`config.mk`:
```
export PLATFORM = sky130hd
export DESIGN_NAME = gerr_top
export DESIGN_NICKNAME = d
export VERILOG_FILES = /design/src/common/gerr_pkg.sv /design/src/hdl/gerr_classify.sv /design/src/hdl/gerr_top.sv
export SDC_FILE = /design/constraint.sdc
export NUM_CORES = 1
export LEC_CHECK = 0
export ABC_AREA = 1
export BUFFER_PORTS_ARGS = -buffer_cell sky130_fd_sc_hd__buf_2
export CAP_MARGIN = 10
export CELL_PAD_IN_SITES_DETAIL_PLACEMENT = 2
export CELL_PAD_IN_SITES_GLOBAL_PLACEMENT = 2
export CORE_MARGIN = 1.5
export CORE_UTILIZATION = 25
export DETAILED_ROUTE_END_ITERATION = 7
export PLACE_DENSITY_LB_ADDON = 0.1
export SLEW_MARGIN = 30
export SYNTH_ARGS = -nofsm -noshare
export SYNTH_HDL_FRONTEND = slang
export SYNTH_SLANG_ARGS = --single-unit
```
`constraint.sdc`:
```
create_clock -name hclk -period 2.5 [get_ports hclk]
set_input_delay 0.5 -clock hclk [delete_from_list [all_inputs] [get_ports hclk]]
set_output_delay 0.5 -clock hclk [all_outputs]
set_load 0.005 [all_outputs]
```
`src/common/gerr_pkg.sv`:
```
// Purpose: Shared constants and types of the controller.
// Assumes: One 100 MHz clock, asynchronous active-low reset.
// Notes:   Field selects address the field access port.
`default_nettype none
package gerr_pkg;

   // Info layout
   localparam int          INFO_ERRV_BIT     = 11;
   localparam int          INFO_UNBLK_BIT    = 12;
   localparam int          INFO_VALID_BIT    = 31;
   localparam logic [31:0] INFO_RSV_MASK     = 32'h7FFF_F000;
   localparam logic [31:0] RST_WORD          = 32'h0000_0000;

   // Interruption types
   localparam logic [2:0]  TYPE_NMI          = 3'h2;
   localparam logic [2:0]  TYPE_HW_EXC       = 3'h3;
   localparam logic [2:0]  TYPE_SW_INT       = 3'h4;
   localparam logic [2:0]  TYPE_PRIV_SW_EXC  = 3'h5;
   localparam logic [2:0]  TYPE_SW_EXC       = 3'h6;

   // Vectors
   localparam logic [7:0]  VEC_DE            = 8'h00;
   localparam logic [7:0]  VEC_DF            = 8'h08;
   localparam logic [7:0]  VEC_BR            = 8'h09;
   localparam logic [7:0]  VEC_TS            = 8'h0A;
   localparam logic [7:0]  VEC_GP            = 8'h0D;
   localparam logic [7:0]  VEC_PF            = 8'h0E;
   localparam logic [7:0]  VEC_MF            = 8'h10;
   localparam logic [7:0]  VEC_XM            = 8'h13;
   localparam logic [7:0]  VEC_DB            = 8'h01;
   localparam logic [7:0]  VEC_NM            = 8'h07;

   // Blocking-by-NMI bit
   localparam int          IST_NMI_BLK_BIT   = 3;

   // Field selects
   localparam logic [3:0]  FLD_EXIT_INFO     = 4'h0;
   localparam logic [3:0]  FLD_EXIT_ERR      = 4'h1;
   localparam logic [3:0]  FLD_VECT_INFO     = 4'h2;
   localparam logic [3:0]  FLD_VECT_ERR      = 4'h3;
   localparam logic [3:0]  FLD_EXIT_ILEN     = 4'h4;
   localparam logic [3:0]  FLD_ENTRY_INFO    = 4'h5;
   localparam logic [3:0]  FLD_ENTRY_ERR     = 4'h6;
   localparam logic [3:0]  FLD_ENTRY_ILEN    = 4'h7;
   localparam logic [3:0]  FLD_INTR_STATE    = 4'h8;
   localparam logic [3:0]  FLD_RESUME        = 4'h9;
   localparam int          RESUME_FAIL_BIT   = 0;

   // Own register offsets
   localparam logic [7:0]  REG_CTRL          = 8'h00;
   localparam logic [7:0]  REG_STATUS        = 8'h04;
   localparam logic [7:0]  REG_EXIT_INFO     = 8'h08;
   localparam logic [7:0]  REG_VECT_INFO     = 8'h0C;
   localparam logic [7:0]  REG_ENTRY_INFO    = 8'h10;

   // Control bits
   localparam int          CTRL_START_BIT    = 0;
   localparam int          CTRL_RESUME_BIT   = 1;
   localparam int          CTRL_NMI_EXIT_BIT = 2;
   localparam int          CTRL_VNMI_BIT     = 3;

   localparam logic [1:0]  HTRANS_NONSEQ     = 2'h2;
   localparam logic        HRESP_OKAY        = 1'b0;

   typedef struct packed {
      logic        req;
      logic        we;
      logic [3:0]  sel;
      logic [31:0] wdata;
   } gerr_fld_req_t;

   typedef struct packed {
      logic        ack;
      logic [31:0] rdata;
   } gerr_fld_rsp_t;

   typedef struct packed {
      logic [31:0] entry_info;
      logic [31:0] entry_err;
      logic        wr_err;
      logic        wr_ilen;
      logic        set_blk;
      logic        clr_blk;
      logic        dbl;
      logic        triple;
      logic        nested;
   } gerr_dec_t;

endpackage : gerr_pkg
`default_nettype wire

```
`src/hdl/gerr_classify.sv`:
```
// Purpose: Registered event decision from saved fields.
// Assumes: Inputs held a clock before use.
// Notes:   Result one clock after inputs.
`default_nettype none
`timescale 1ns/1ns
module gerr_classify (
   input  wire logic                hclk,        // Clock
   input  wire logic                hresetn,     // Async reset, low
   input  wire logic                op_resume,   // 1 resume, 0 reflect
   input  wire logic                nmi_exiting, // NMI exit control
   input  wire logic                virt_nmi,    // Virtual NMI control
   input  wire logic [31:0]         exit_info,   // Exit event info
   input  wire logic [31:0]         exit_err,    // Exit error code
   input  wire logic [31:0]         vect_info,   // Interrupted delivery
   input  wire logic [31:0]         vect_err,    // Its error code
   output var  gerr_pkg::gerr_dec_t dec          // Registered decision
);

   function automatic logic is_benign(input logic [7:0] v);
      return (v >= gerr_pkg::VEC_DB && v <= gerr_pkg::VEC_NM) ||
             (v == gerr_pkg::VEC_BR) ||
             (v >= gerr_pkg::VEC_MF && v <= gerr_pkg::VEC_XM);
   endfunction : is_benign

   function automatic logic is_contrib(input logic [7:0] v);
      return (v == gerr_pkg::VEC_DE) ||
             (v >= gerr_pkg::VEC_TS && v <= gerr_pkg::VEC_GP);
   endfunction : is_contrib

   wire logic [7:0] evec   = exit_info[7:0];
   wire logic [7:0] vvec   = vect_info[7:0];
   wire logic [2:0] vtype  = vect_info[10:8];
   wire logic       vvalid = vect_info[gerr_pkg::INFO_VALID_BIT];
   wire logic       vhw    = vtype == gerr_pkg::TYPE_HW_EXC;  // see RQ6
   wire logic       triple = vvalid && vhw &&
                             vvec == gerr_pkg::VEC_DF;        // see RQ11
   wire logic       keep   = !vhw || is_benign(vvec) ||       // see RQ7
                             is_benign(evec) ||               // see RQ8
                             (is_contrib(vvec) && evec == gerr_pkg::VEC_PF);
   wire logic       dbl    = vvalid && vhw && !triple && !keep &&
                             ((is_contrib(vvec) && is_contrib(evec)) ||
                              (vvec == gerr_pkg::VEC_PF &&
                               (is_contrib(evec) ||
                                evec == gerr_pkg::VEC_PF)));  // see RQ9
   wire logic [31:0] df_info = {1'b1, 19'h0_0000, 1'b1,
                                gerr_pkg::TYPE_HW_EXC,
                                gerr_pkg::VEC_DF};            // see RQ10
   wire logic       blk_case = !vvalid && evec != gerr_pkg::VEC_DF &&
                               exit_info[gerr_pkg::INFO_UNBLK_BIT];
   wire logic       sw_type = vtype == gerr_pkg::TYPE_SW_INT ||
                              vtype == gerr_pkg::TYPE_PRIV_SW_EXC ||
                              vtype == gerr_pkg::TYPE_SW_EXC;

   gerr_pkg::gerr_dec_t dec_nxt;

   always_comb begin
      dec_nxt = '0;
      dec_nxt.nested = vvalid;
      if (!op_resume) begin
         if (triple) begin
            dec_nxt.triple = 1'b1;                            // see RQ11
         end else if (dbl) begin
            dec_nxt.dbl        = 1'b1;
            dec_nxt.entry_info = df_info;                     // see RQ10
            dec_nxt.entry_err  = gerr_pkg::RST_WORD;
            dec_nxt.wr_err     = 1'b1;
         end else begin
            // Reserved bits and the unblock flag must not be copied
            dec_nxt.entry_info = exit_info &
                                 ~gerr_pkg::INFO_RSV_MASK;    // see RQ1 RQ3 RQ4
            dec_nxt.entry_err  = exit_err;
            dec_nxt.wr_err     = exit_info[gerr_pkg::INFO_ERRV_BIT]; // see RQ2
         end
      end else if (vvalid) begin
         dec_nxt.entry_info = vect_info &
                              ~gerr_pkg::INFO_RSV_MASK;       // see RQ14 RQ15
         dec_nxt.entry_err  = vect_err;
         dec_nxt.wr_err     = vect_info[gerr_pkg::INFO_ERRV_BIT]; // see RQ17
         dec_nxt.wr_ilen    = sw_type;                        // see RQ18
         dec_nxt.clr_blk    = virt_nmi &&
                              vtype == gerr_pkg::TYPE_NMI;    // see RQ16
      end else begin
         dec_nxt.set_blk = blk_case &&
                           (!nmi_exiting || virt_nmi);        // see RQ12 RQ13
      end
   end

   always_ff @(posedge hclk or negedge hresetn) begin
      if (!hresetn) begin
         dec <= '0;                                           // see RQ20
      end else begin
         dec <= dec_nxt;                                      // see RQ19
      end
   end

endmodule : gerr_classify
`default_nettype wire

```
`src/hdl/gerr_top.sv`:
```
// Purpose: Reflects a guest exception or resumes the guest
//          through the control structure fields.
// Assumes: Field partner on hclk; single word AHB-Lite.
// Notes:   Contract
// Contract
// RQ1 - Reflect: copy exit info to entry, resume
// RQ2 - Copy exit error code when its valid
// RQ3 - Entry bits 30:12 nonzero fail entry
// RQ4 - Exit bit 12 must not be copied
// RQ5 - Vectoring valid means nested event handling
// RQ6 - Info layout: vector, type, errv, valid
// RQ7 - Reflect if not hardware or benign
// RQ8 - Reflect if exit benign or contrib-then-PF
// RQ9 - Double fault on contributory or PF pairs
// RQ10 - Double fault: vector 8, type 3, code 0
// RQ11 - Vectoring double fault means triple, no inject
// RQ12 - NMI exiting off: set NMI blocking
// RQ13 - Virtual NMI on: set NMI blocking
// RQ14 - Resume replays vectoring event into entry
// RQ15 - Replay clears entry bits 30:12
// RQ16 - Virtual NMI replay clears NMI blocking
// RQ17 - Replay copies vectoring error code if valid
// RQ18 - Instruction length only for software types
// RQ19 - Decision registered one clock after inputs
// RQ20 - Reset clears entry info and flags
`default_nettype none
`timescale 1ns/1ns
module gerr_top (
   input  wire logic                    hclk,      // Clock, 100 MHz
   input  wire logic                    hresetn,   // Async reset, low
   input  wire logic                    hsel,      // Slave select
   input  wire logic [31:0]             haddr,     // Address
   input  wire logic [1:0]              htrans,    // Transfer type
   input  wire logic                    hwrite,    // Write
   input  wire logic [2:0]              hsize,     // Size, word only
   input  wire logic [31:0]             hwdata,    // Write data
   input  wire logic                    hready,    // Bus ready
   output logic                         hreadyout, // Slave ready
   output logic                         hresp,     // Response
   output logic [31:0]                  hrdata,    // Read data
   output var  gerr_pkg::gerr_fld_req_t fld_req,   // Field request
   input  wire gerr_pkg::gerr_fld_rsp_t fld_rsp    // Field answer
);

   typedef enum logic [3:0] {
      ST_IDLE     = 4'b0000,
      ST_RD_EXIT  = 4'b0001,
      ST_RD_EXERR = 4'b0011,
      ST_RD_VECT  = 4'b0010,
      ST_RD_VERR  = 4'b0110,
      ST_RD_ILEN  = 4'b0111,
      ST_RD_IST   = 4'b0101,
      ST_CALC     = 4'b0100,
      ST_HOLD     = 4'b1100,
      ST_WR_INFO  = 4'b1101,
      ST_WR_ERR   = 4'b1111,
      ST_WR_ILEN  = 4'b1110,
      ST_WR_IST   = 4'b1010,
      ST_RESUME   = 4'b1011,
      ST_DONE     = 4'b1001
   } gerr_state_t;

   gerr_state_t             state_r;
   gerr_state_t             state_nxt;
   gerr_pkg::gerr_fld_req_t req_nxt;
   gerr_pkg::gerr_dec_t     dec;

   // Bus slave state
   logic        wr_pend_r;
   logic [7:0]  wr_addr_r;
   logic [31:0] rd_data_r;
   logic [31:0] rd_data_nxt;

   // Own registers
   logic        op_resume_r;
   logic        nmi_exit_r;
   logic        vnmi_r;
   logic        done_r;
   logic        fail_r;
   logic [31:0] exit_info_r;
   logic [31:0] exit_err_r;
   logic [31:0] vect_info_r;
   logic [31:0] vect_err_r;
   logic [31:0] ilen_r;
   logic [31:0] ist_r;
   logic [31:0] entry_info_r;

   // Address phase and write decode
   wire logic        addr_ok  = hsel && hready && htrans == 
                                gerr_pkg::HTRANS_NONSEQ;
   wire logic        rd_take  = addr_ok && !hwrite;
   wire logic        wr_take  = addr_ok && hwrite;
   wire logic [7:0]  a_off    = haddr[7:0];
   wire logic        wr_ctrl  = wr_pend_r && wr_addr_r == gerr_pkg::REG_CTRL;
   wire logic        busy     = state_r != ST_IDLE;
   wire logic        start_go = wr_ctrl && !busy &&
                                hwdata[gerr_pkg::CTRL_START_BIT];
   wire logic        xfer     = fld_req.req && fld_rsp.ack;
   wire logic        res_fail = xfer && state_r == ST_RESUME &&
                                fld_rsp.rdata[gerr_pkg::RESUME_FAIL_BIT];
   wire logic [31:0] ctrl_word = {28'h000_0000, vnmi_r, nmi_exit_r,
                                  op_resume_r, 1'b0};
   wire logic [31:0] sts_word  = {26'h000_0000, dec.nested, fail_r,
                                  dec.triple, dec.dbl, done_r, busy};
   wire logic [31:0] ist_set   = ist_r |
                                 (32'h0000_0001 << gerr_pkg::IST_NMI_BLK_BIT);
   wire logic [31:0] ist_clr   = ist_r &
                                 ~(32'h0000_0001 << gerr_pkg::IST_NMI_BLK_BIT);

   // Skip writes not called for
   wire gerr_state_t after_ist  = dec.triple ? ST_DONE : ST_RESUME;
   wire gerr_state_t after_ilen = (dec.set_blk || dec.clr_blk) ?
                                  ST_WR_IST : after_ist;
   wire gerr_state_t after_err  = dec.wr_ilen ? ST_WR_ILEN : after_ilen;
   wire gerr_state_t after_info = dec.wr_err ? ST_WR_ERR : after_err;

   assign hreadyout = 1'b1;
   assign hresp     = gerr_pkg::HRESP_OKAY;
   assign hrdata    = rd_data_r;

   gerr_classify u_classify (
      .hclk        (hclk),
      .hresetn     (hresetn),
      .op_resume   (op_resume_r),
      .nmi_exiting (nmi_exit_r),
      .virt_nmi    (vnmi_r),
      .exit_info   (exit_info_r),
      .exit_err    (exit_err_r),
      .vect_info   (vect_info_r),
      .vect_err    (vect_err_r),
      .dec         (dec)
   );

   // Read data set in address phase
   always_comb begin
      rd_data_nxt = rd_data_r;
      if (rd_take) begin
         if (a_off == gerr_pkg::REG_CTRL) begin
            rd_data_nxt = ctrl_word;
         end else if (a_off == gerr_pkg::REG_STATUS) begin
            rd_data_nxt = sts_word;
         end else if (a_off == gerr_pkg::REG_EXIT_INFO) begin
            rd_data_nxt = exit_info_r;
         end else if (a_off == gerr_pkg::REG_VECT_INFO) begin
            rd_data_nxt = vect_info_r;
         end else if (a_off == gerr_pkg::REG_ENTRY_INFO) begin
            rd_data_nxt = entry_info_r;
         end else begin
            rd_data_nxt = gerr_pkg::RST_WORD;
         end
      end
   end

   always_comb begin
      state_nxt = state_r;
      case (state_r)
         ST_IDLE: begin
            if (start_go) begin
               state_nxt = ST_RD_EXIT;
            end
         end
         ST_RD_EXIT: begin
            if (xfer) begin
               state_nxt = ST_RD_EXERR;
            end
         end
         ST_RD_EXERR: begin
            if (xfer) begin
               state_nxt = ST_RD_VECT;
            end
         end
         ST_RD_VECT: begin
            if (xfer) begin
               state_nxt = ST_RD_VERR;
            end
         end
         ST_RD_VERR: begin
            if (xfer) begin
               state_nxt = ST_RD_ILEN;
            end
         end
         ST_RD_ILEN: begin
            if (xfer) begin
               state_nxt = ST_RD_IST;
            end
         end
         ST_RD_IST: begin
            if (xfer) begin
               state_nxt = ST_CALC;
            end
         end
         ST_CALC: begin
            state_nxt = ST_HOLD;
         end
         ST_HOLD: begin
            state_nxt = ST_WR_INFO;
         end
         ST_WR_INFO: begin
            if (xfer) begin
               state_nxt = after_info;
            end
         end
         ST_WR_ERR: begin
            if (xfer) begin
               state_nxt = after_err;
            end
         end
         ST_WR_ILEN: begin
            if (xfer) begin
               state_nxt = after_ilen;
            end
         end
         ST_WR_IST: begin
            if (xfer) begin
               state_nxt = after_ist;
            end
         end
         ST_RESUME: begin
            if (xfer) begin
               state_nxt = ST_DONE;
            end
         end
         ST_DONE: begin
            state_nxt = ST_IDLE;
         end
         default: begin
            state_nxt = ST_IDLE;
         end
      endcase
   end

   // Request for the entered state
   always_comb begin
      req_nxt = '0;
      case (state_nxt)
         ST_RD_EXIT: begin
            req_nxt.req = 1'b1;
            req_nxt.sel = gerr_pkg::FLD_EXIT_INFO;
         end
         ST_RD_EXERR: begin
            req_nxt.req = 1'b1;
            req_nxt.sel = gerr_pkg::FLD_EXIT_ERR;
         end
         ST_RD_VECT: begin
            req_nxt.req = 1'b1;
            req_nxt.sel = gerr_pkg::FLD_VECT_INFO;           // see RQ5
         end
         ST_RD_VERR: begin
            req_nxt.req = 1'b1;
            req_nxt.sel = gerr_pkg::FLD_VECT_ERR;
         end
         ST_RD_ILEN: begin
            req_nxt.req = 1'b1;
            req_nxt.sel = gerr_pkg::FLD_EXIT_ILEN;
         end
         ST_RD_IST: begin
            req_nxt.req = 1'b1;
            req_nxt.sel = gerr_pkg::FLD_INTR_STATE;
         end
         ST_WR_INFO: begin
            req_nxt.req   = 1'b1;
            req_nxt.we    = 1'b1;
            req_nxt.sel   = gerr_pkg::FLD_ENTRY_INFO;
            req_nxt.wdata = dec.entry_info;                  // see RQ3 RQ11
         end
         ST_WR_ERR: begin
            req_nxt.req   = 1'b1;
            req_nxt.we    = 1'b1;
            req_nxt.sel   = gerr_pkg::FLD_ENTRY_ERR;
            req_nxt.wdata = dec.entry_err;                   // see RQ2 RQ17
         end
         ST_WR_ILEN: begin
            req_nxt.req   = 1'b1;
            req_nxt.we    = 1'b1;
            req_nxt.sel   = gerr_pkg::FLD_ENTRY_ILEN;
            req_nxt.wdata = ilen_r;                          // see RQ18
         end
         ST_WR_IST: begin
            req_nxt.req   = 1'b1;
            req_nxt.we    = 1'b1;
            req_nxt.sel   = gerr_pkg::FLD_INTR_STATE;
            req_nxt.wdata = dec.set_blk ? ist_set : ist_clr; // see RQ12 RQ16
         end
         ST_RESUME: begin
            req_nxt.req = 1'b1;
            req_nxt.we  = 1'b1;
            req_nxt.sel = gerr_pkg::FLD_RESUME;              // see RQ1 RQ14
         end
         default: begin
            req_nxt = '0;
         end
      endcase
   end

   always_ff @(posedge hclk or negedge hresetn) begin
      if (!hresetn) begin
         state_r <= ST_IDLE;
         fld_req <= '0;
      end else begin
         state_r <= state_nxt;
         fld_req <= req_nxt;
      end
   end

   always_ff @(posedge hclk or negedge hresetn) begin
      if (!hresetn) begin
         wr_pend_r <= 1'b0;
         wr_addr_r <= 8'h00;
         rd_data_r <= gerr_pkg::RST_WORD;
      end else begin
         wr_pend_r <= wr_take;
         wr_addr_r <= wr_take ? a_off : wr_addr_r;
         rd_data_r <= rd_data_nxt;
      end
   end

   // Mode bits held while busy
   always_ff @(posedge hclk or negedge hresetn) begin
      if (!hresetn) begin
         op_resume_r <= 1'b0;
         nmi_exit_r  <= 1'b0;
         vnmi_r      <= 1'b0;
      end else if (wr_ctrl && !busy) begin
         op_resume_r <= hwdata[gerr_pkg::CTRL_RESUME_BIT];
         nmi_exit_r  <= hwdata[gerr_pkg::CTRL_NMI_EXIT_BIT];
         vnmi_r      <= hwdata[gerr_pkg::CTRL_VNMI_BIT];
      end
   end

   // Set wins over start clear
   always_ff @(posedge hclk or negedge hresetn) begin
      if (!hresetn) begin
         done_r <= 1'b0;
         fail_r <= 1'b0;
      end else begin
         done_r <= (state_r == ST_DONE) || (done_r && !start_go);
         fail_r <= res_fail || (fail_r && !start_go);
      end
   end

   always_ff @(posedge hclk or negedge hresetn) begin
      if (!hresetn) begin
         exit_info_r <= gerr_pkg::RST_WORD;
         exit_err_r  <= gerr_pkg::RST_WORD;
         vect_info_r <= gerr_pkg::RST_WORD;
         vect_err_r  <= gerr_pkg::RST_WORD;
         ilen_r      <= gerr_pkg::RST_WORD;
         ist_r       <= gerr_pkg::RST_WORD;
      end else if (xfer && !fld_req.we) begin
         exit_info_r <= state_r == ST_RD_EXIT  ? fld_rsp.rdata : exit_info_r;
         exit_err_r  <= state_r == ST_RD_EXERR ? fld_rsp.rdata : exit_err_r;
         vect_info_r <= state_r == ST_RD_VECT  ? fld_rsp.rdata : vect_info_r;
         vect_err_r  <= state_r == ST_RD_VERR  ? fld_rsp.rdata : vect_err_r;
         ilen_r      <= state_r == ST_RD_ILEN  ? fld_rsp.rdata : ilen_r;
         ist_r       <= state_r == ST_RD_IST   ? fld_rsp.rdata : ist_r;
      end
   end

   always_ff @(posedge hclk or negedge hresetn) begin
      if (!hresetn) begin
         entry_info_r <= gerr_pkg::RST_WORD;                  // see RQ20
      end else if (xfer && state_r == ST_WR_INFO) begin
         entry_info_r <= fld_req.wdata;
      end
   end

endmodule : gerr_top
`default_nettype wire

```
==> impl_metrics.toml <==
[sta]
fin_ws_ns = 0.144
fmax_mhz = 424
drv_slew = 0
finalHoldViolations = 0
period_share = 0.942
finalCriticalPeriod_ns = 2.36
tns_ns = 0
clock_skew_ns = 0.0105
rsz0062_at_grt = "no"
tightest_slew_ns = 0.770
setup_viol = 0
slew_headroom = 0.485

[detailed_routing]
drt-met1-wl_microns = 28900
drc_errors = 0
first_pass_iters = 4
wl_per_cell_microns = 20.6
met2_length_microns = 23700
drtIter0Drc = 625
finalWirelength_microns = 55100
postRouteAntennaNets = 0
wl_met3_microns = 1470
top_layer = "met4"
dr_total_vias = 12227
viasPerCell = 4.58

[synthesis]
synth.area.mux_share = 0.0254
syn_nets = 1808
synth_enable_flop_cells = 0
post-synth-top-count-cell = "nand2_1"
avgSynthCellArea_sq_um = 8.87
async_reset_ff_frac = 1.00
ys_top_cells_by_count = "582 x nand2_1, 362 x dfrtp_1, 235 x o21ai_0, 128 x inv_1, 98 x nand3_1"
synthXorXnorAreaFrac = 0
synthesis.area_sq_um = 15100
synth.top_cell.area_share = 0.600
synthCells = 1701
ys.flop_type = "dfrtp_1"
synth-simple-area-share = 0.214
synthAdderAreaFrac = 0
synth_compound_gate_area_share = 0.103
synth-seq-cells = 362
synth_seq_area_share = 0.600
synth_area_leaders = "dfrtp_1 60%, nand2_1 14%, o21ai_0 7.8%"
synth_top_cell_by_area = "dfrtp_1"
synth.distinct_cells = 38
yosys_warnings = 0
synth_top_family_by_area = "simple AND/OR/NAND/NOR gates"

[outcome]
outcome = "finished, final reports clean"

[worst_setup_path]
path_class = "register to register"
crit_path_max_fanout = 21
worstSetupEndpointType = "register"
start_kind = "register"
crit_arrival_ns = 2.87
worst_ep_required_time_ns = 3.01

[flow_run]
maxCapViolations = 0

[floorplanning]
dieHeight_microns = 249
start_util = 0.254
fp-row-count = 89
die_w_microns = 249
design.core.area_sq_um = 59400
die_area_sq_um = 61900
io_pins = 179

[clock_tree]
cts_tree = "done"
cts_buffer_depth = 3
clock-sinks = 362
clkLatencyLatePin_ns = 0.57
htreeDepth = 2
cts_buffers = 44
cts-root-buf = "clkbuf_16"
cts_setup_buffers = 0
clkSlewWorstSetupHoldPaths_ns = 0.06

[cells_and_area]
top_regs = "u_classify.dec x51, fld_req x38"
drive_gt1_frac = 0.176
syn_to_final_growth_pct = 23.7
largest_reg_flops = 51
fillers = 6639
top_register = "u_classify.dec"
layout.nets = 1971
fin_cells = 2670

[pwr]
p_clk_frac = 0.368
p_comb_frac = 0.181
power.leakage_nw = 9.45
power_density_nw_per_um2 = 932
vdd_drop_max_v = 0.000385
switchingPower_w = 0.00545
seqPwrFrac = 0.451
p_sw_frac = 0.313
p_int_w = 0.0120
power.total_w = 0.0174

[grt]
grt_overflow_total = 0
grt_max_degree = 65
antenna_found_initial = 1
grt_pass1_vias = 13301
grt_pass1_wl_microns = 85700
grt_usage = 0.182

[placement]
post-dp-hpwl_microns = 38400
dp_slack_ns = 0.0429
io_buffers = 121
place_inst = 2590
place_congestion = 0.783

[worst_hold_path]
min_path_type = "input port to register"
==> worst max-delay path, cell delays in order, from the launching register on <==
cell and delay (ns):
dfrtp_1 0.54, nor2_2 0.09, buf_4 0.17, nand2_1 0.10
nand2_1 0.07, nor2_2 0.17, nand3_1 0.10, nor2_1 0.18
nand2_4 0.11, buf_12 0.14, nor2_4 0.16, buf_12 0.20
nand2_1 0.07, nand2_1 0.07, inv_1 0.04, nand2_1 0.06
==> layout make-up <==
class                           count  area, sq um  share of cell area
Tap cell                          773          967              0.0518
Multi-Input combinational cell   1121         5220               0.279
Timing Repair Buffer              197         1480              0.0791
Clock buffer                       66         1310              0.0699
Antenna cell                        1         2.50            0.000134
Sequential cell                   362         9060               0.485
Clock inverter                     12          125             0.00670
Inverter                          138          518              0.0277
==> stage by stage <==
step                area, sq um  hold slack [ns]   util
finish                    18700            0.168  0.315
CTS                       18700            0.128  0.314
global placement          17200            0.455  0.290
global route              18700            0.152  0.315
floorplan                 15100            0.204      -
detailed placement        17200            0.452  0.290
==> final timing paths <==
path / startpoint / endpoint / slack [ns] / cells past startpoint
worst max-delay path: state_r[3]$_DFF_PN0_ / fld_req[10]$_DFF_PN0_ / 0.14 / 15
worst min-delay path: hwdata[1] / op_resume_r$_DFFE_PN0N_ / 0.17 / 2
worst max register to register: state_r[3]$_DFF_PN0_ / fld_req[10]$_DFF_PN0_ / 0.14 / 15
worst min register to register: u_classify.dec[31]$_DFF_PN0_ / fld_req[24]$_DFF_PN0_ / 0.47 / 2
max in group asynchronous: hresetn / exit_err_r[15]$_DFFE_PN0P_ / 1.24 / 3
min in group asynchronous: hresetn / hrdata[7]$_DFFE_PN0P_ / 0.48 / 2
==> cell usage in the layout, fill, tap and decap left out, drive strengths merged <==
cell type	count
nor4	2
mux2	34
diode	1
o211ai	2
a31oi	5
a211oi	3
dfrtp	362
inv	137
buf	196
dlygate4sd3	1
nor2	87
o21ai	237
clkbuf	66
a221oi	6
o22ai	6
nand3	100
nand2	585
a21oi	16
bufinv	2
conb	2
nor3	7
o2111ai	3
o221ai	1
o21bai	5
a32o	3
nand4	16
a311oi	1
clkinv	11
==> timing repair <==
action / in CTS / in global routing
hold endpoints to repair: 40 / 0
setup endpoints to repair: 0 / 36
hold buffers: 1 / 0
gates resized for setup: 0 / 7
==> power by group through the flow <==
| stage | combinational (W) | sequential, W | clock [W] |
|---|---|---|---|
| 6_report | 0.00315 | 0.00786 | 0.00640 |
| 5_1_grt | 0.00362 | 0.00801 | 0.00688 |
| 4_1_cts | 0.00322 | 0.00785 | 0.00664 |
| 3_5_place_dp | 0.00320 | 0.00795 | 0 |
| 3_3_place_gp | 0.00308 | 0.00790 | 0 |
| 2_1_floorplan | 0.00185 | 0.00765 | 0 |
==> kinds of logic (layout without fill, tap and decap cells) <==
family                 Yosys count  count (layout)
muxes                           34              34
DFF                            362             362
AOI/OAI and AO/OA              288             288
buffers and inverters          218             413
and+or+nand+nor                797             797
other                            2               3
==> per-layer routing <==
| layer | GRT usage | vias to the layer above |
|---|---|---|
| li1 | - | 5797 |
| met1 | 0.276 | 6200 |
| met2 | 0.272 | 172 |
| met3 | 0.0246 | 58 |
| met4 | 0.0424 | 0 |
| met5 | 0 | - |
Power figures use the tool's default switching activity.
